--- config.mk ---
export PLATFORM = sky130hd
export DESIGN_NAME = erc_ext_read_reg
export DESIGN_NICKNAME = d
export VERILOG_FILES = /design/src/design/erc_pkg.sv /design/src/design/erc_ext_read_reg.sv
export VERILOG_INCLUDE_DIRS = /design/src /design/src/design
export SDC_FILE = /design/constraint.sdc
export NUM_CORES = 1
export LEC_CHECK = 0
export ABC_AREA = 0
export CELL_PAD_IN_SITES_DETAIL_PLACEMENT = 2
export CELL_PAD_IN_SITES_GLOBAL_PLACEMENT = 2
export CORE_AREA = 2 2 106 108
export CTS_CLUSTER_SIZE = 20
export DETAILED_ROUTE_END_ITERATION = 7
export DIE_AREA = 0 0 108 110
export DONT_BUFFER_PORTS = 1
export PLACE_DENSITY_LB_ADDON = 0.1
export SYNTH_ARGS = -nofsm -noshare
export SYNTH_HDL_FRONTEND = slang
export SYNTH_SLANG_ARGS = --single-unit
--- constraint.sdc ---
create_clock -name mclk_i -period 2.7 [get_ports mclk_i]
set_input_delay 0.27 -clock mclk_i [delete_from_list [all_inputs] [get_ports mclk_i]]
set_output_delay 0.27 -clock mclk_i [all_outputs]
set_load 0.02 [all_outputs]
--- src/design/erc_params.svh ---
// erc_params.svh: offsets, field positions, reset values and opcodes of the
// extended read control/status register block.
// assumes inclusion by bare name from the design package and module.
`ifndef ERC_PARAMS_SVH
`define ERC_PARAMS_SVH

`define ERC_OP_SET_NV      8'h85
`define ERC_OP_SET_V       8'h83
`define ERC_OP_READ        8'h81
`define ERC_OP_CLEAR       8'h82
`define ERC_OP_WRITE_ENABLE_CMD        8'h06
`define ERC_BIT_WIP        0
`define ERC_BIT_PROT       1
`define ERC_BIT_PERR       2
`define ERC_BIT_EERR       3
`define ERC_BIT_RSVD       4
`define ERC_DS_LSB         5
`define ERC_DS_MSB         7
`define ERC_DS_RESET       3'h7
`define ERC_RSVD_VALUE     1'h1
`define ERC_DS_RSVD_A      3'h0
`define ERC_DS_RSVD_B      3'h4

`endif

--- src/design/erc_pkg.sv ---
// erc_pkg.sv: types shared by the extended read control/status block.
// assumes erc_params.svh is on the include path.
`include "erc_params.svh"
package erc_pkg;
    // state of the serial command frame
    typedef enum logic [3:0] {
        ERC_IDLE = 4'h1,
        ERC_OPC  = 4'h2,
        ERC_DATA = 4'h4,
        ERC_SKIP = 4'h8
    } erc_state_t;

    // one completed flash operation, reported by the array controller
    typedef struct packed {
        logic done;       // one-cycle pulse: operation finished
        logic is_prog;    // page, quad page or info row program
        logic is_erase;   // sector, block, chip or info row erase
        logic is_chip;    // chip erase (protected hits not flagged)
        logic is_nvreg;   // non-volatile register update
        logic is_sr_wr;   // status register write
        logic prot_hit;   // target protected, suspended or locked
        logic fail_prog;  // program step failed
        logic fail_erase; // erase step failed
    } erc_op_t;

    // error flags held in the register
    typedef struct packed {
        logic erase_err;
        logic prog_err;
        logic prot_err;
    } erc_err_t;
endpackage

--- src/design/erc_ext_read_reg.sv ---
// erc_ext_read_reg.sv: extended read control/status register behind an
// SPI-style command port (single-lane), plus error flag capture.
// assumes serial pins are async to mclk_i; op reports come from mclk_i logic.
// Operation
// - bits 7..5 select output drive strength
// - bit 0 mirrors status write-in-progress
// - bits 3..0 unchanged by set commands
// - bit 4 reserved, no function
// - opcode 85h nonvolatile, 83h volatile set
// - nonvolatile command writes nv copy, volatile volatile
// - protection flag on protected program/erase attempt
// - program flag on program or register failure
// - erase flag on erase or register failure
// - page program protected sets program and protection
// - info row program locked sets both flags
// - register update fail sets step's flag
// - locked status write sets protection and erase
// - erase fail or protected erase sets flags
// - chip erase protected hit sets nothing
// - one-time bits only go to one
// - read-only data bits ignored silently
// - error flags sticky until clear or reset
// - commands accepted while error flags set
`timescale 1ns/1ns
`default_nettype none
`include "erc_params.svh"

module erc_ext_read_reg
    import erc_pkg::*;
(
    input  wire logic        mclk_i,
    input  wire logic        nrst_i,
    input  wire logic        sck_i,
    input  wire logic        cs_n_i,
    input  wire logic        si_i,
    input  wire logic        sr_busy_i,
    input  wire erc_op_t     op_i,
    output logic             so_o,
    output logic             so_oe_o,
    output logic [2:0]       drive_strength_o,
    output logic [2:0]       nv_drive_strength_o,
    output logic             nv_write_req_o,
    output logic [7:0]       reg_value_o
);

    // synchronisers for the serial pins
    logic [2:0] sync1_ff;
    logic [2:0] sync2_ff;
    logic       sck_d_ff;

    always_ff @(posedge mclk_i or negedge nrst_i)
    begin
        if (!nrst_i)
        begin
            // idle levels: deselected, clock low, so no false edge after reset
            sync1_ff <= 3'h4;
            sync2_ff <= 3'h4;
            sck_d_ff <= 1'h0;
        end
        else
        begin
            sync1_ff <= {cs_n_i, sck_i, si_i};
            sync2_ff <= sync1_ff;
            sck_d_ff <= sync2_ff[1];
        end
    end

    logic cs_n_s;
    logic sck_s;
    logic si_s;
    logic sck_rise;
    logic sck_fall;

    // edge detection on the second stage only
    assign cs_n_s   = sync2_ff[2];
    assign sck_s    = sync2_ff[1];
    assign si_s     = sync2_ff[0];
    assign sck_rise = sck_s & ~sck_d_ff;
    assign sck_fall = ~sck_s & sck_d_ff;

    // frame and register state
    erc_state_t state_ff, nxt_state;
    logic [7:0] shift_ff, nxt_shift;
    logic [2:0] cnt_ff, nxt_cnt;
    logic [7:0] opc_ff, nxt_opc;
    logic [7:0] out_ff, nxt_out;
    logic       oe_ff, nxt_oe;
    logic       wel_ff, nxt_wel;
    logic [2:0] ds_v_ff, nxt_ds_v;
    logic [2:0] ds_nv_ff, nxt_ds_nv;
    logic       nvreq_ff, nxt_nvreq;
    logic       init_ff, nxt_init;
    logic       wip_ff, nxt_wip;
    erc_err_t   err_ff, nxt_err;
    erc_err_t   err_set;
    logic [7:0] reg_byte;
    logic [7:0] rx_byte;

    // live register image; bit 4 reserved reads its fixed value
    assign reg_byte = {ds_v_ff,
                       `ERC_RSVD_VALUE,
                       err_ff.erase_err, err_ff.prog_err, err_ff.prot_err,
                       wip_ff};

    assign rx_byte = {shift_ff[6:0], si_s};

    // error causes decoded from finished operations
    always_comb
    begin
        err_set = '0;
        if (op_i.done)
        begin
            if (op_i.is_prog)
            begin
                err_set.prog_err = op_i.fail_prog | op_i.prot_hit;
                err_set.prot_err = op_i.prot_hit;
            end
            if (op_i.is_erase)
            begin
                err_set.erase_err = op_i.fail_erase
                                  | (op_i.prot_hit & ~op_i.is_chip);
                err_set.prot_err  = op_i.prot_hit & ~op_i.is_chip;
            end
            if (op_i.is_nvreg)
            begin
                err_set.erase_err = err_set.erase_err | op_i.fail_erase;
                err_set.prog_err  = err_set.prog_err | op_i.fail_prog;
            end
            if (op_i.is_sr_wr & op_i.prot_hit)
            begin
                err_set.erase_err = 1'h1;
                err_set.prot_err  = 1'h1;
            end
        end
    end

    // command frame decoding and register next values
    always_comb
    begin
        nxt_state = state_ff;
        nxt_shift = shift_ff;
        nxt_cnt   = cnt_ff;
        nxt_opc   = opc_ff;
        nxt_out   = out_ff;
        nxt_oe    = oe_ff;
        nxt_wel   = wel_ff;
        nxt_ds_v  = ds_v_ff;
        nxt_ds_nv = ds_nv_ff;
        nxt_nvreq = 1'h0;
        nxt_init  = 1'h0;
        nxt_wip   = sr_busy_i;
        nxt_err   = err_ff;
        if (init_ff)
        begin
            nxt_ds_v = ds_nv_ff;
        end
        if (cs_n_s)
        begin
            nxt_state = ERC_IDLE;
            nxt_oe    = 1'h0;
            nxt_cnt   = 3'h0;
        end
        else
        begin
            case (state_ff)
                ERC_IDLE:
                begin
                    nxt_state = ERC_OPC;
                    nxt_cnt   = 3'h0;
                end
                ERC_OPC:
                begin
                    if (sck_rise)
                    begin
                        nxt_shift = rx_byte;
                        nxt_cnt   = cnt_ff + 3'h1;
                        if (cnt_ff == 3'h7)
                        begin
                            nxt_opc   = rx_byte;
                            nxt_state = ERC_DATA;
                            if (rx_byte == `ERC_OP_WRITE_ENABLE_CMD)
                            begin
                                nxt_wel = 1'h1;
                            end
                            else if (rx_byte == `ERC_OP_CLEAR)
                            begin
                                nxt_err = '0;
                            end
                            else if (rx_byte == `ERC_OP_READ)
                            begin
                                nxt_out = reg_byte;
                            end
                            else if (rx_byte != `ERC_OP_SET_NV && rx_byte != `ERC_OP_SET_V)
                            begin
                                nxt_state = ERC_SKIP;
                            end
                        end
                    end
                end
                ERC_DATA:
                begin
                    if (opc_ff == `ERC_OP_READ)
                    begin
                        if (sck_fall)
                        begin
                            nxt_oe = 1'h1;
                            if (oe_ff)
                            begin
                                nxt_out = {out_ff[6:0], out_ff[7]};
                            end
                        end
                    end
                    else if (sck_rise)
                    begin
                        nxt_shift = rx_byte;
                        nxt_cnt   = cnt_ff + 3'h1;
                        if (cnt_ff == 3'h7)
                        begin
                            nxt_state = ERC_SKIP;
                            if (wel_ff)
                            begin
                                nxt_wel = 1'h0;
                                // low five bits of the data byte are dropped
                                if (opc_ff == `ERC_OP_SET_NV)
                                begin
                                    nxt_ds_nv = rx_byte[`ERC_DS_MSB:`ERC_DS_LSB];
                                    nxt_nvreq = 1'h1;
                                end
                                else if (opc_ff == `ERC_OP_SET_V)
                                begin
                                    nxt_ds_v = rx_byte[`ERC_DS_MSB:`ERC_DS_LSB];
                                end
                            end
                        end
                    end
                end
                ERC_SKIP:
                begin
                    nxt_state = ERC_SKIP;
                end
                default:
                begin
                    nxt_state = ERC_IDLE;
                end
            endcase
        end
        // set wins over the clear in the same cycle
        nxt_err = nxt_err | err_set;
    end

    // register all state
    always_ff @(posedge mclk_i or negedge nrst_i)
    begin
        if (!nrst_i)
        begin
            state_ff <= ERC_IDLE;
            shift_ff <= 8'h00;
            cnt_ff   <= 3'h0;
            opc_ff   <= 8'h00;
            out_ff   <= 8'h00;
            oe_ff    <= 1'h0;
            wel_ff   <= 1'h0;
            ds_v_ff  <= `ERC_DS_RESET;
            ds_nv_ff <= `ERC_DS_RESET;
            nvreq_ff <= 1'h0;
            init_ff  <= 1'h1;
            wip_ff   <= 1'h0;
            err_ff   <= '0;
        end
        else
        begin
            state_ff <= nxt_state;
            shift_ff <= nxt_shift;
            cnt_ff   <= nxt_cnt;
            opc_ff   <= nxt_opc;
            out_ff   <= nxt_out;
            oe_ff    <= nxt_oe;
            wel_ff   <= nxt_wel;
            ds_v_ff  <= nxt_ds_v;
            ds_nv_ff <= nxt_ds_nv;
            nvreq_ff <= nxt_nvreq;
            init_ff  <= nxt_init;
            wip_ff   <= nxt_wip;
            err_ff   <= nxt_err;
        end
    end

    // outputs, all from flip-flops
    assign so_o                = out_ff[7];
    assign so_oe_o             = oe_ff;
    assign drive_strength_o    = ds_v_ff;
    assign nv_drive_strength_o = ds_nv_ff;
    assign nv_write_req_o      = nvreq_ff;
    assign reg_value_o         = reg_byte;

endmodule
`default_nettype wire

# Word-level counts from Yosys, hierarchy flattened
# Cells that the tools add are included.
# totals
regBits,52
latch_bits,0
mem_bits_rw,0
romBits,0
in_bits,15
n_memories,0
# op_classes
addsub,1
mul,0
div_mod_pow,0
n_lt_le_gt_ge,0
eq_ne,30
n_shift,0
n_mux,69
bitwise_logic,14
reduce_logical,14
# op_table
operator,n
$mux W8,10
$mux W3,19
$eq A8 B8 Y1 const B,5
$mux W4,10
$pmux W8 S2,2
$ne A2 B2 Y1 const B,12
$mux W1,22
$ne A8 B8 Y1 const B,2
$pmux W4 S4,1
$ne A3 B3 Y1 const B,5
$reduce_and A10 Y1,1
$pmux W3 S3,1
$eq A8 B3 Y1 const B,1
$reduce_and A8 Y1,1
$reduce_bool A2 Y1,4
$reduce_and A7 Y1,1
$mux W2,3
$reduce_and A3 Y1,2
$not A1 Y1,5
$reduce_and A5 Y1,1
$and A1 B1 Y1,4
$eq A4 B1 Y1 const B,1
$eq A4 B2 Y1 const B,1
$eq A4 B3 Y1 const B,1
10 further kinds,13

# Logic depth before layout (Yosys ltp)
# Gate-level depths: netlist (run 1).
# depth
ltp_word,10
ltp_mapped,7
ltp_nobuf,6

# Least setup slack after synthesis (run 1)
# Ideal clock, no wire load.
# synth_path
path_type,reg2reg
start,register opc_ff[5]
end,register out_ff[0]
arrival_ns,1.862
required_time_ns,2.575
slack_ns,0.714
path_stages_with_launch,6
path_buffers,1
cell_sequence,dfrtp_1 > or4b_1 > nor3_2 > o2111a_1 > buf_2 > mux2_2
# synth_via
elab_chain_len,3
# synth_rtl
element,line_no,text
start: declaration,erc_ext_read_reg.sv:85,"logic [7:0] opc_ff, nxt_opc;"
start signal: assignment,erc_ext_read_reg.sv:275,opc_ff <= nxt_opc;
$eq A8 B8 Y1 (no line),-,
$ne A2 B2 Y1 (no line),-,
$reduce_and A10 Y1 (no line),-,
end signal: assignment,erc_ext_read_reg.sv:276,out_ff <= nxt_out;
end: declaration,erc_ext_read_reg.sv:86,"logic [7:0] out_ff, nxt_out;"
# No other way between the ends.
# A chain may end at the register's enable or synchronous reset.

# Final worst setup path (run 1)
# layout_path
start,register state_ff[2]
end,register out_ff[7]
# layout_via
elab_chain_len,3
word_cells_on_any_way,13
classes_between,eq/ne: 10; mux: 1; reduce/logical: 2
# layout_rtl
element,line_no,text
start: declaration,erc_ext_read_reg.sv:82,"erc_state_t state_ff, nxt_state;"
start signal: assignment,erc_ext_read_reg.sv:272,state_ff <= nxt_state;
$eq A4 B3 Y1 or $eq A4 B2 Y1 (tied branches),erc_ext_read_reg.sv:165,case (state_ff)
$ne A2 B2 Y1 (no line) or $reduce_bool A2 Y1 (tied branches),-,
$reduce_and A10 Y1 (no line),-,
# Parallel ways exist; a longest one is shown, timed or not.

==> flow_summary.json, run 1 <==
{
  "grt_pass1_wl_um": 10500,
  "syn_area_um2": 2520,
  "relSlewSlack_pct": 52.0,
  "switching_share_pct": 26.8,
  "clk_pin_slew_ns": 0.09,
  "cp_num_buf_inv": 1,
  "fin_crit_sh_pct": 88.3,
  "clock.fmax_mhz": 419,
  "hold_path.class": "in -> reg",
  "wl_per_cell_um": 17.6,
  "via_per_inst": 4.56,
  "multiInputGateArea_um2": 1130,
  "dpl.hpwl_um": 4750,
  "drt_first_iter_violations": 40,
  "cp_cell_sequence": "xnor2_1, nor4_1, buf_4, o2111a_1, mux2_2",
  "routed_wl_um": 6400,
  "netlist-cell-type-count": 51,
  "r2r-end": "out_ff[7]",
  "drive_gt1_share_pct": 29.1,
  "async_flop_share_pct": 100,
  "synth_flop_cell": "dfrtp_1",
  "rsz0062_at_grt": "false",
  "critPathCaptureType": "flip-flop",
  "die_h_um": 110,
  "syn_nets": 233,
  "cp.required_ns": 2.90,
  "p_seq_share_pct": 57.7,
  "cts_sinks": 51,
  "p_sw_uw": 418,
  "dpl_cell_area_um2": 2650,
  "stdcell_area_um2": 2820,
  "reg2reg_slack_ns": 0.32,
  "grt_pass1_vias": 1860,
  "hold_depth": 1,
  "startpoint_type": "flip-flop",
  "cp_max_fo": 10,
  "hold_viol": 0,
  "critical_path_class": "reg -> reg",
  "antenna_left": 0,
  "numCtsBuffers": 5,
  "gp_congestion": 0.715,
  "drv_cap": 0,
  "arrival_ns": 2.58,
  "power_frac_clock_pct": 30.0,
  "nNetsFinal": 239,
  "status": "finished clean",
  "ir_drop_v": 0.000187,
  "synth_cells": 216,
  "dieArea_um2": 11900,
  "cts_max_path_buffers": 2,
  "synth_area_per_cell_um2": 11.7,
  "cts_tree": "yes",
  "worstHoldStart": "op_i[8]",
  "cts_resized": 0,
  "antennaDiodeCount": 0,
  "core_area_um2": 10700,
  "rows": 38,
  "grt_max_degree": 52,
  "ys_seq_area_share_pct": 51.1,
  "remaining_drc_errors": 0,
  "power_density_nw_per_um2": 553,
  "ff2ff_path_depth": 5,
  "slowest_stage": "nor4_1",
  "grt_use_total_pct": 11.8,
  "antenna_found_initial": 0,
  "finClkSkew_ns": 0.00336,
  "fillers": 1171,
  "grt_overflow_total": 0,
  "portBuffers": 0,
  "seqCellArea_um2": 1290,
  "initial_core_util_pct": 23.6,
  "holdPathEnd": "reg_value_o[3]",
  "ys_seq_elements": 51,
  "post-route-min-period_ns": 2.38,
  "first_pass_iters": 4,
  "vias": 1657,
  "setup_viol": 0,
  "clk_latency_ns": 0.31,
  "cpLargestDelayFamily": "simple AND/OR/NAND/NOR gates",
  "io_pins": 32,
  "cts_root_buf": "clkbuf_8",
  "synth_edf_count": 0,
  "drv_slew": 0,
  "p_leak_nw": 1.18,
  "htree_levels": 2,
  "cpPeakStageDelay_ns": 0.56,
  "worst_pin_slew_ns": 0.713,
  "synthToLayoutAreaGrowth_pct": 11.8,
  "yosysWarnings": 0,
  "r2r_start": "state_ff[2]",
  "combPwrFrac_pct": 12.2,
  "fp.dieW_um": 108,
  "p_int_mw": 1.14,
  "tns_ns": 0
}
-- flip-flops by register name, indices dropped and copies added (netlist names), 3 cells and up --
name                 cells
opc_ff                   8
shift_ff                 7
sync2_ff                 3
drive_strength_o         3
sync1_ff                 3
out_ff                   8
nv_drive_strength_o      3
state_ff                 4
cnt_ff                   3
reg_value_o              3
-- through the flow --
step	hold slack (ns)	util [%]	power, mW	worst slack, ns	cells
floorplan	-0.0256	-	1.04	0.714	216
global placement	-0.0226	24.8	1.07	0.354	349
detailed placement	-0.0232	24.8	1.08	0.298	349
CTS	0.0736	26.4	1.60	0.263	363
global route	0.0769	26.4	1.65	0.192	363
finish	0.0915	26.4	1.56	0.315	363
-- Yosys cell counts (3+ instances only) --
| master | count | area (um2) |
|---|---|---|
| buf_2 | 4 | 20.0 |
| buf_4 | 6 | 45.0 |
| dfrtp_1 | 41 | 1030 |
| dfstp_2 | 10 | 263 |
| mux2_2 | 32 | 360 |
| nand2_1 | 33 | 124 |
| nand2b_1 | 6 | 37.5 |
| nand3b_1 | 5 | 37.5 |
| nor2_1 | 6 | 22.5 |
| nor2b_1 | 6 | 37.5 |
| nor3_1 | 3 | 15.0 |
| nor3b_1 | 3 | 22.5 |
| o21ai_0 | 11 | 55.1 |
-- metal layers --
| layer | vias to the layer above | global-route usage [%] | wire length [um] |
|---|---|---|---|
| li1 | 777 | - | - |
| met5 | - | 0 | 0 |
| met3 | 8 | 2.76 | 185 |
| met4 | 0 | 3.57 | 83 |
| met2 | 15 | 19.7 | 3190 |
| met1 | 857 | 15.2 | 2940 |
-- power groups by stage --
stage                     Combinational, mW  Sequential, mW  Clock (mW)
after floorplan                       0.164           0.876           0
after global placement                0.161           0.913           0
after detailed placement              0.167           0.917           0
after CTS                             0.196           0.902       0.499
after global routing                  0.216           0.914       0.518
final                                 0.191           0.900       0.468
-- layout make-up --
class                           count  area share (%)
Sequential cell                    51            45.7
Multi-Input combinational cell    150            40.2
Tap cell                          140            6.21
Timing Repair Buffer               12            4.35
Clock buffer                        7            3.06
Inverter                            2           0.266
Clock inverter                      1           0.178
-- kinds of logic after synthesis --
family / after synthesis / synth area share (%)
flops: 51 / 51.1
mux: 34 / 15.1
fa+ha+maj: 2 / 0.992
xor+xnor: 3 / 1.04
compound gates: 25 / 6.95
other cells: 2 / 0.298
buf+inv: 15 / 3.92
simple gates: 84 / 20.6
-- what timing repair did --
item                                   in CTS  in global routing
hold buffers                                6                  0
setup buffers                               0                  0
endpoints found under the hold margin      55                  0
setup endpoints to repair                   0                  0
-- cells in the final DEF (no fill, tap or decap), drive strengths merged, types with 2 or more instances in the layout --
cell type    instances
dfrtp               41
nand2               33
mux2                32
o21ai               11
dfstp               10
clkbuf               7
buf                  7
nor2                 6
nor2b                6
nand2b               6
nand3b               5
dlygate4sd3          5
nor3                 4
nor3b                3
or4b                 3
nor4                 3
and3b                2
a22o                 2
nand3                2
xor2                 2
a2111oi              2
inv                  2
mux2i                2
ha                   2
conb                 2
or4                  2
nor4b                2
-- worst max-delay path by stage --
stage	start	to	slack, ns	depth (start not counted)
finish	state_ff[2]	out_ff[7]	0.32	5
global route	state_ff[2]	out_ff[7]	0.19	5
CTS	state_ff[2]	out_ff[7]	0.26	5
detailed placement	state_ff[2]	out_ff[7]	0.30	5
global placement	state_ff[2]	out_ff[5]	0.35	5
floorplan	opc_ff[5]	out_ff[0]	0.71	5
No activity file was read; power rests on OpenSTA's default activity.
==> inputs of run 2 (changes only) <==
--- a/config.mk
+++ b/config.mk
@@ -14,7 +14,7 @@
 export DETAILED_ROUTE_END_ITERATION = 7
 export DIE_AREA = 0 0 108 110
 export DONT_BUFFER_PORTS = 1
-export PLACE_DENSITY_LB_ADDON = 0.1
+export PLACE_DENSITY = 0.59
 export SYNTH_ARGS = -nofsm -noshare
 export SYNTH_HDL_FRONTEND = slang
 export SYNTH_SLANG_ARGS = --single-unit
==> flow_summary.json, run 2 (synthesized netlist as in run 1, its figures left out) <==
{
  "rows": 38,
  "cp.required_ns": 2.89,
  "first_pass_iters": 4,
  "fp.dieW_um": 108,
  "slowest_stage": "or4b_1",
  "vias": 1639,
  "clk_latency_ns": 0.30,
  "remaining_drc_errors": 0,
  "drt_first_iter_violations": 39,
  "hold_ws_ns": 0.101,
  "antenna_found_initial": 0,
  "cp_max_fo": 8,
  "portBuffers": 0,
  "hold_viol": 0,
  "finClkSkew_ns": 0.00956,
  "antennaDiodeCount": 0,
  "via_per_inst": 4.57,
  "tns_ns": 0,
  "core_area_um2": 10700,
  "setup_viol": 0,
  "io_pins": 32,
  "dpl.hpwl_um": 4250,
  "finalPower_mw": 1.54,
  "synthToLayoutAreaGrowth_pct": 10.6,
  "seqCellArea_um2": 1290,
  "cts_max_path_buffers": 2,
  "final_cell_mix": "dfrtp_1, nand2_1, mux2_2, o21ai_0, dfstp_2",
  "p_int_mw": 1.14,
  "multiInputGateArea_um2": 1130,
  "status": "finished clean",
  "cts_tree": "yes",
  "final_util_pct": 26.1,
  "gp_congestion": 0.723,
  "grtUsageMet1_pct": 15.3,
  "antenna_left": 0,
  "numCtsBuffers": 5,
  "cts_resized": 0,
  "fin_crit_sh_pct": 83.8,
  "final_common_cell": "dfrtp_1",
  "cpPeakStageDelay_ns": 0.65,
  "cp_cell_sequence": "or4b_1, nor3_2, o2111a_1, mux2_2",
  "grt_overflow_total": 0,
  "worst_pin_slew_ns": 0.600,
  "busiest_layer": "met2",
  "routed_wl_um": 6030,
  "die_h_um": 110,
  "nNetsFinal": 235,
  "wl_per_cell_um": 16.8,
  "globalRouteMet3Util_pct": 2.23,
  "grt_use_total_pct": 10.9,
  "switching_share_pct": 26.4,
  "cpLargestDelayFamily": "simple AND/OR/NAND/NOR gates",
  "hold_path.class": "in -> reg",
  "reg_top3": "opc_ff: 8 flops, out_ff: 8 flops, shift_ff: 7 flops",
  "ir_drop_v": 0.000250,
  "stdcell_area_um2": 2790,
  "htree_levels": 2,
  "cp_num_buf_inv": 0,
  "startpoint_type": "flip-flop",
  "grt_pass1_vias": 1779,
  "relSlewSlack_pct": 59.5,
  "dieArea_um2": 11900,
  "power_frac_clock_pct": 29.7,
  "drive_gt1_share_pct": 27.9,
  "critical_path_class": "reg -> reg",
  "dpl_cell_area_um2": 2620,
  "combPwrFrac_pct": 11.5,
  "post_cts_buffers": 0,
  "clock.fmax_mhz": 442,
  "power_density_nw_per_um2": 553,
  "p_sw_uw": 408,
  "arrival_ns": 2.46,
  "clk_pin_slew_ns": 0.10,
  "grt_pass1_wl_um": 10000,
  "drv_slew": 0,
  "post-route-min-period_ns": 2.26,
  "fillers": 1157,
  "p_seq_share_pct": 58.7,
  "rsz0062_at_grt": "false",
  "critPathCaptureType": "flip-flop",
  "cts_sinks": 51,
  "p_leak_nw": 1.16,
  "drv_cap": 0,
  "grt_max_degree": 52,
  "use_met2_pct": 17.5,
  "cts_root_buf": "clkbuf_8",
  "initial_core_util_pct": 23.6
}
==> run 2: cell types whose count changed in the layout (fill, tap and decap cells not counted), sizes merged <==
cell	before	now
buf	7	3
==> run 2: per-stage QoR <==
step           setup WS, ns  cells
6_report              0.438    359
5_1_grt               0.272    359
2_1_floorplan         0.714    216
3_3_place_gp          0.426    345
4_1_cts               0.424    359
3_5_place_dp          0.448    345
==> run 2: power by group through the flow <==
| stage | sequential, mW | combinational [mW] | clock (mW) |
|---|---|---|---|
| finish | 0.906 | 0.178 | 0.459 |
| detailed placement | 0.922 | 0.153 | 0 |
| CTS | 0.908 | 0.181 | 0.488 |
| global route | 0.922 | 0.199 | 0.517 |
| global placement | 0.919 | 0.148 | 0 |
| floorplan | 0.876 | 0.164 | 0 |
==> run 2: worst paths after layout <==
path,start,end,slack [ns],depth (start not counted)
setup reg to reg,opc_ff[4],out_ff[6],0.44,4
hold reg to reg,sync1_ff[1],sync2_ff[1],0.36,0
hold / removal,op_i[8],reg_value_o[3],0.10,1
min in group asynchronous,nrst_i,wel_ff,0.49,2
max in group asynchronous,nrst_i,sync2_ff[2],1.92,2
setup / recovery,opc_ff[4],out_ff[6],0.44,4
==> run 2: routing by layer <==
| metal | vias up | wire [um] |
|---|---|---|
| met5 | - | 0 |
| met4 | 0 | 22 |
| met3 | 2 | 183 |
| met2 | 21 | 2900 |
| met1 | 852 | 2920 |
| li1 | 764 | - |
==> run 2: repair_timing <==
action                                  CTS  global route
hold endpoints to repair                 55             0
hold buffers                              6             0
endpoints found under the setup margin    0             0
==> run 2: cell type report <==
class,instances,share of cell area [%]
clock buffer,7,3.10
clock inverter,1,0.179
inverter,2,0.269
multi-input combinational,150,40.6
sequential,51,46.2
tap,140,6.28
timing repair buffer,8,3.32
==> run 2: worst reg2reg max path, stage by stage (launching register included) <==
cell	delay [ns]
dfrtp_1	0.39
or4b_1	0.65
nor3_2	0.30
o2111a_1	0.43
mux2_2	0.39
==> inputs of run 3 (changes only) <==
==> constraint.sdc (replaced) <==
create_clock -name mclk_i -period 2.1 [get_ports mclk_i]
set_input_delay 0.21 -clock mclk_i [delete_from_list [all_inputs] [get_ports mclk_i]]
set_output_delay 0.21 -clock mclk_i [all_outputs]
set_load 0.02 [all_outputs]
==> flow_summary.json, run 3 (synthesized netlist as in run 1, its figures left out) <==
{
  "initial_core_util_pct": 23.6,
  "io_pins": 32,
  "antenna_left": 0,
  "clk_latency_ns": 0.32,
  "synthToLayoutAreaGrowth_pct": 20.5,
  "clk_pin_slew_ns": 0.10,
  "final_util_pct": 28.4,
  "grt_pass1_wl_um": 10400,
  "grt_use_total_pct": 11.2,
  "reg_top3": "opc_ff: 8 flops, out_ff: 8 flops, shift_ff: 7 flops",
  "cts_sinks": 51,
  "cp_max_fo": 7,
  "multiInputGateArea_um2": 1160,
  "rows": 38,
  "seqCellArea_um2": 1290,
  "switching_share_pct": 28.3,
  "setup_viol": 0,
  "worst_pin_slew_ns": 0.465,
  "grt_max_degree": 52,
  "cp.required_ns": 2.30,
  "ff2ff_path_depth": 5,
  "arrival_ns": 2.28,
  "nNetsFinal": 263,
  "hold_path.class": "in -> reg",
  "drive_gt1_share_pct": 38.9,
  "ir_drop_v": 0.000241,
  "portBuffers": 0,
  "cts_max_path_buffers": 2,
  "power_frac_clock_pct": 29.3,
  "cts_tree": "yes",
  "grt_pass1_vias": 1942,
  "startpoint_type": "flip-flop",
  "power_density_nw_per_um2": 686,
  "fp.dieW_um": 108,
  "htree_levels": 2,
  "clock.fmax_mhz": 480,
  "die_h_um": 110,
  "antenna_found_initial": 0,
  "post-route-min-period_ns": 2.08,
  "via_per_inst": 4.55,
  "remaining_drc_errors": 0,
  "holdPathEnd": "reg_value_o[3]",
  "p_seq_share_pct": 54.8,
  "drv_cap": 0,
  "numCtsBuffers": 5,
  "worstHoldStart": "op_i[8]",
  "r2r-end": "shift_ff[5]",
  "routed_wl_um": 6380,
  "reg2reg_slack_ns": 0.02,
  "fillers": 1168,
  "status": "finished clean",
  "cts_root_buf": "clkbuf_8",
  "combPwrFrac_pct": 15.9,
  "final_cell_mix": "dfrtp_1, nand2_1, mux2_2, buf_4, o21ai_0",
  "final_common_cell": "dfrtp_1",
  "first_pass_iters": 4,
  "r2r_start": "state_ff[1]",
  "grt_overflow_total": 0,
  "wl_per_cell_um": 16.5,
  "p_leak_nw": 1.30,
  "hold_depth": 1,
  "p_sw_uw": 590,
  "finalPower_mw": 2.08,
  "relSlewSlack_pct": 68.2,
  "hold_viol": 0,
  "critical_path_class": "reg -> reg",
  "fin_crit_sh_pct": 99.1,
  "core_area_um2": 10700,
  "finClkSkew_ns": 0.0146,
  "drt_first_iter_violations": 66,
  "dieArea_um2": 11900,
  "dpl.hpwl_um": 4630,
  "rsz0062_at_grt": "true",
  "drv_slew": 0,
  "gp_congestion": 0.726,
  "critPathCaptureType": "flip-flop",
  "p_int_mw": 1.49,
  "antennaDiodeCount": 0,
  "vias": 1760
}
==> run 3: worst max-delay path, cell delays in order, from the launching register on <==
cell     delay [ns]
dfrtp_2        0.46
or4b_4         0.59
nor4_4         0.40
nor4b_4        0.08
buf_6          0.15
mux2_2         0.28
==> run 3: worst max path at each step <==
| stage | end | cells after the start | from |
|---|---|---|---|
| floorplan | out_ff[0] | 5 | opc_ff[5] |
| global placement | out_ff[2] | 6 | state_ff[1] |
| detailed placement | out_ff[5] | 6 | state_ff[1] |
| CTS | shift_ff[5] | 5 | state_ff[1] |
| global route | shift_ff[5] | 5 | state_ff[1] |
| finish | shift_ff[5] | 5 | state_ff[1] |
==> run 3: layout make-up <==
type	count	share of cell area, %
multi-input combinational	150	38.3
clock inverter	3	0.783
timing repair buffer	36	10.2
sequential	51	42.5
clock buffer	5	2.27
inverter	2	0.247
tap	140	5.77
==> run 3: what timing repair did <==
item / CTS / global route
resized for setup: 2 / 7
endpoints found under the hold margin: 55 / 0
buffers inserted: 4 / 6
setup endpoints to repair: 14 / 23
hold buffers: 6 / 0
pin swaps: 3 / 1
==> run 3: power groups by stage <==
stage | logic [mW] | registers [mW] | clock network [mW]
after floorplan | 0.210 | 1.13 | 0
after global placement | 0.257 | 1.16 | 0
after detailed placement | 0.267 | 1.16 | 0
after CTS | 0.321 | 1.14 | 0.635
after global routing | 0.363 | 1.16 | 0.672
final | 0.330 | 1.14 | 0.610
==> run 3: routing by layer <==
layer,wire (um),track usage (%)
met4,99,3.30
met3,207,2.59
met2,3190,19.0
met5,0,0
met1,2880,14.5
==> run 3: metrics by stage <==
| step | instances | worst slack (ns) | TNS (ns) | instance area, um2 | hold slack (ns) |
|---|---|---|---|---|---|
| after global routing | 387 | -0.0194 | -0.0238 | 3040 | 0.0113 |
| after floorplan | 216 | 0.114 | 0 | 2520 | -0.0856 |
| final | 387 | 0.0188 | 0 | 3040 | 0.0208 |
| after global placement | 367 | 0.0249 | 0 | 2790 | -0.0827 |
| after CTS | 385 | 0.00894 | 0 | 2990 | 0.0131 |
| after detailed placement | 367 | -0.0202 | -0.101 | 2790 | -0.0824 |
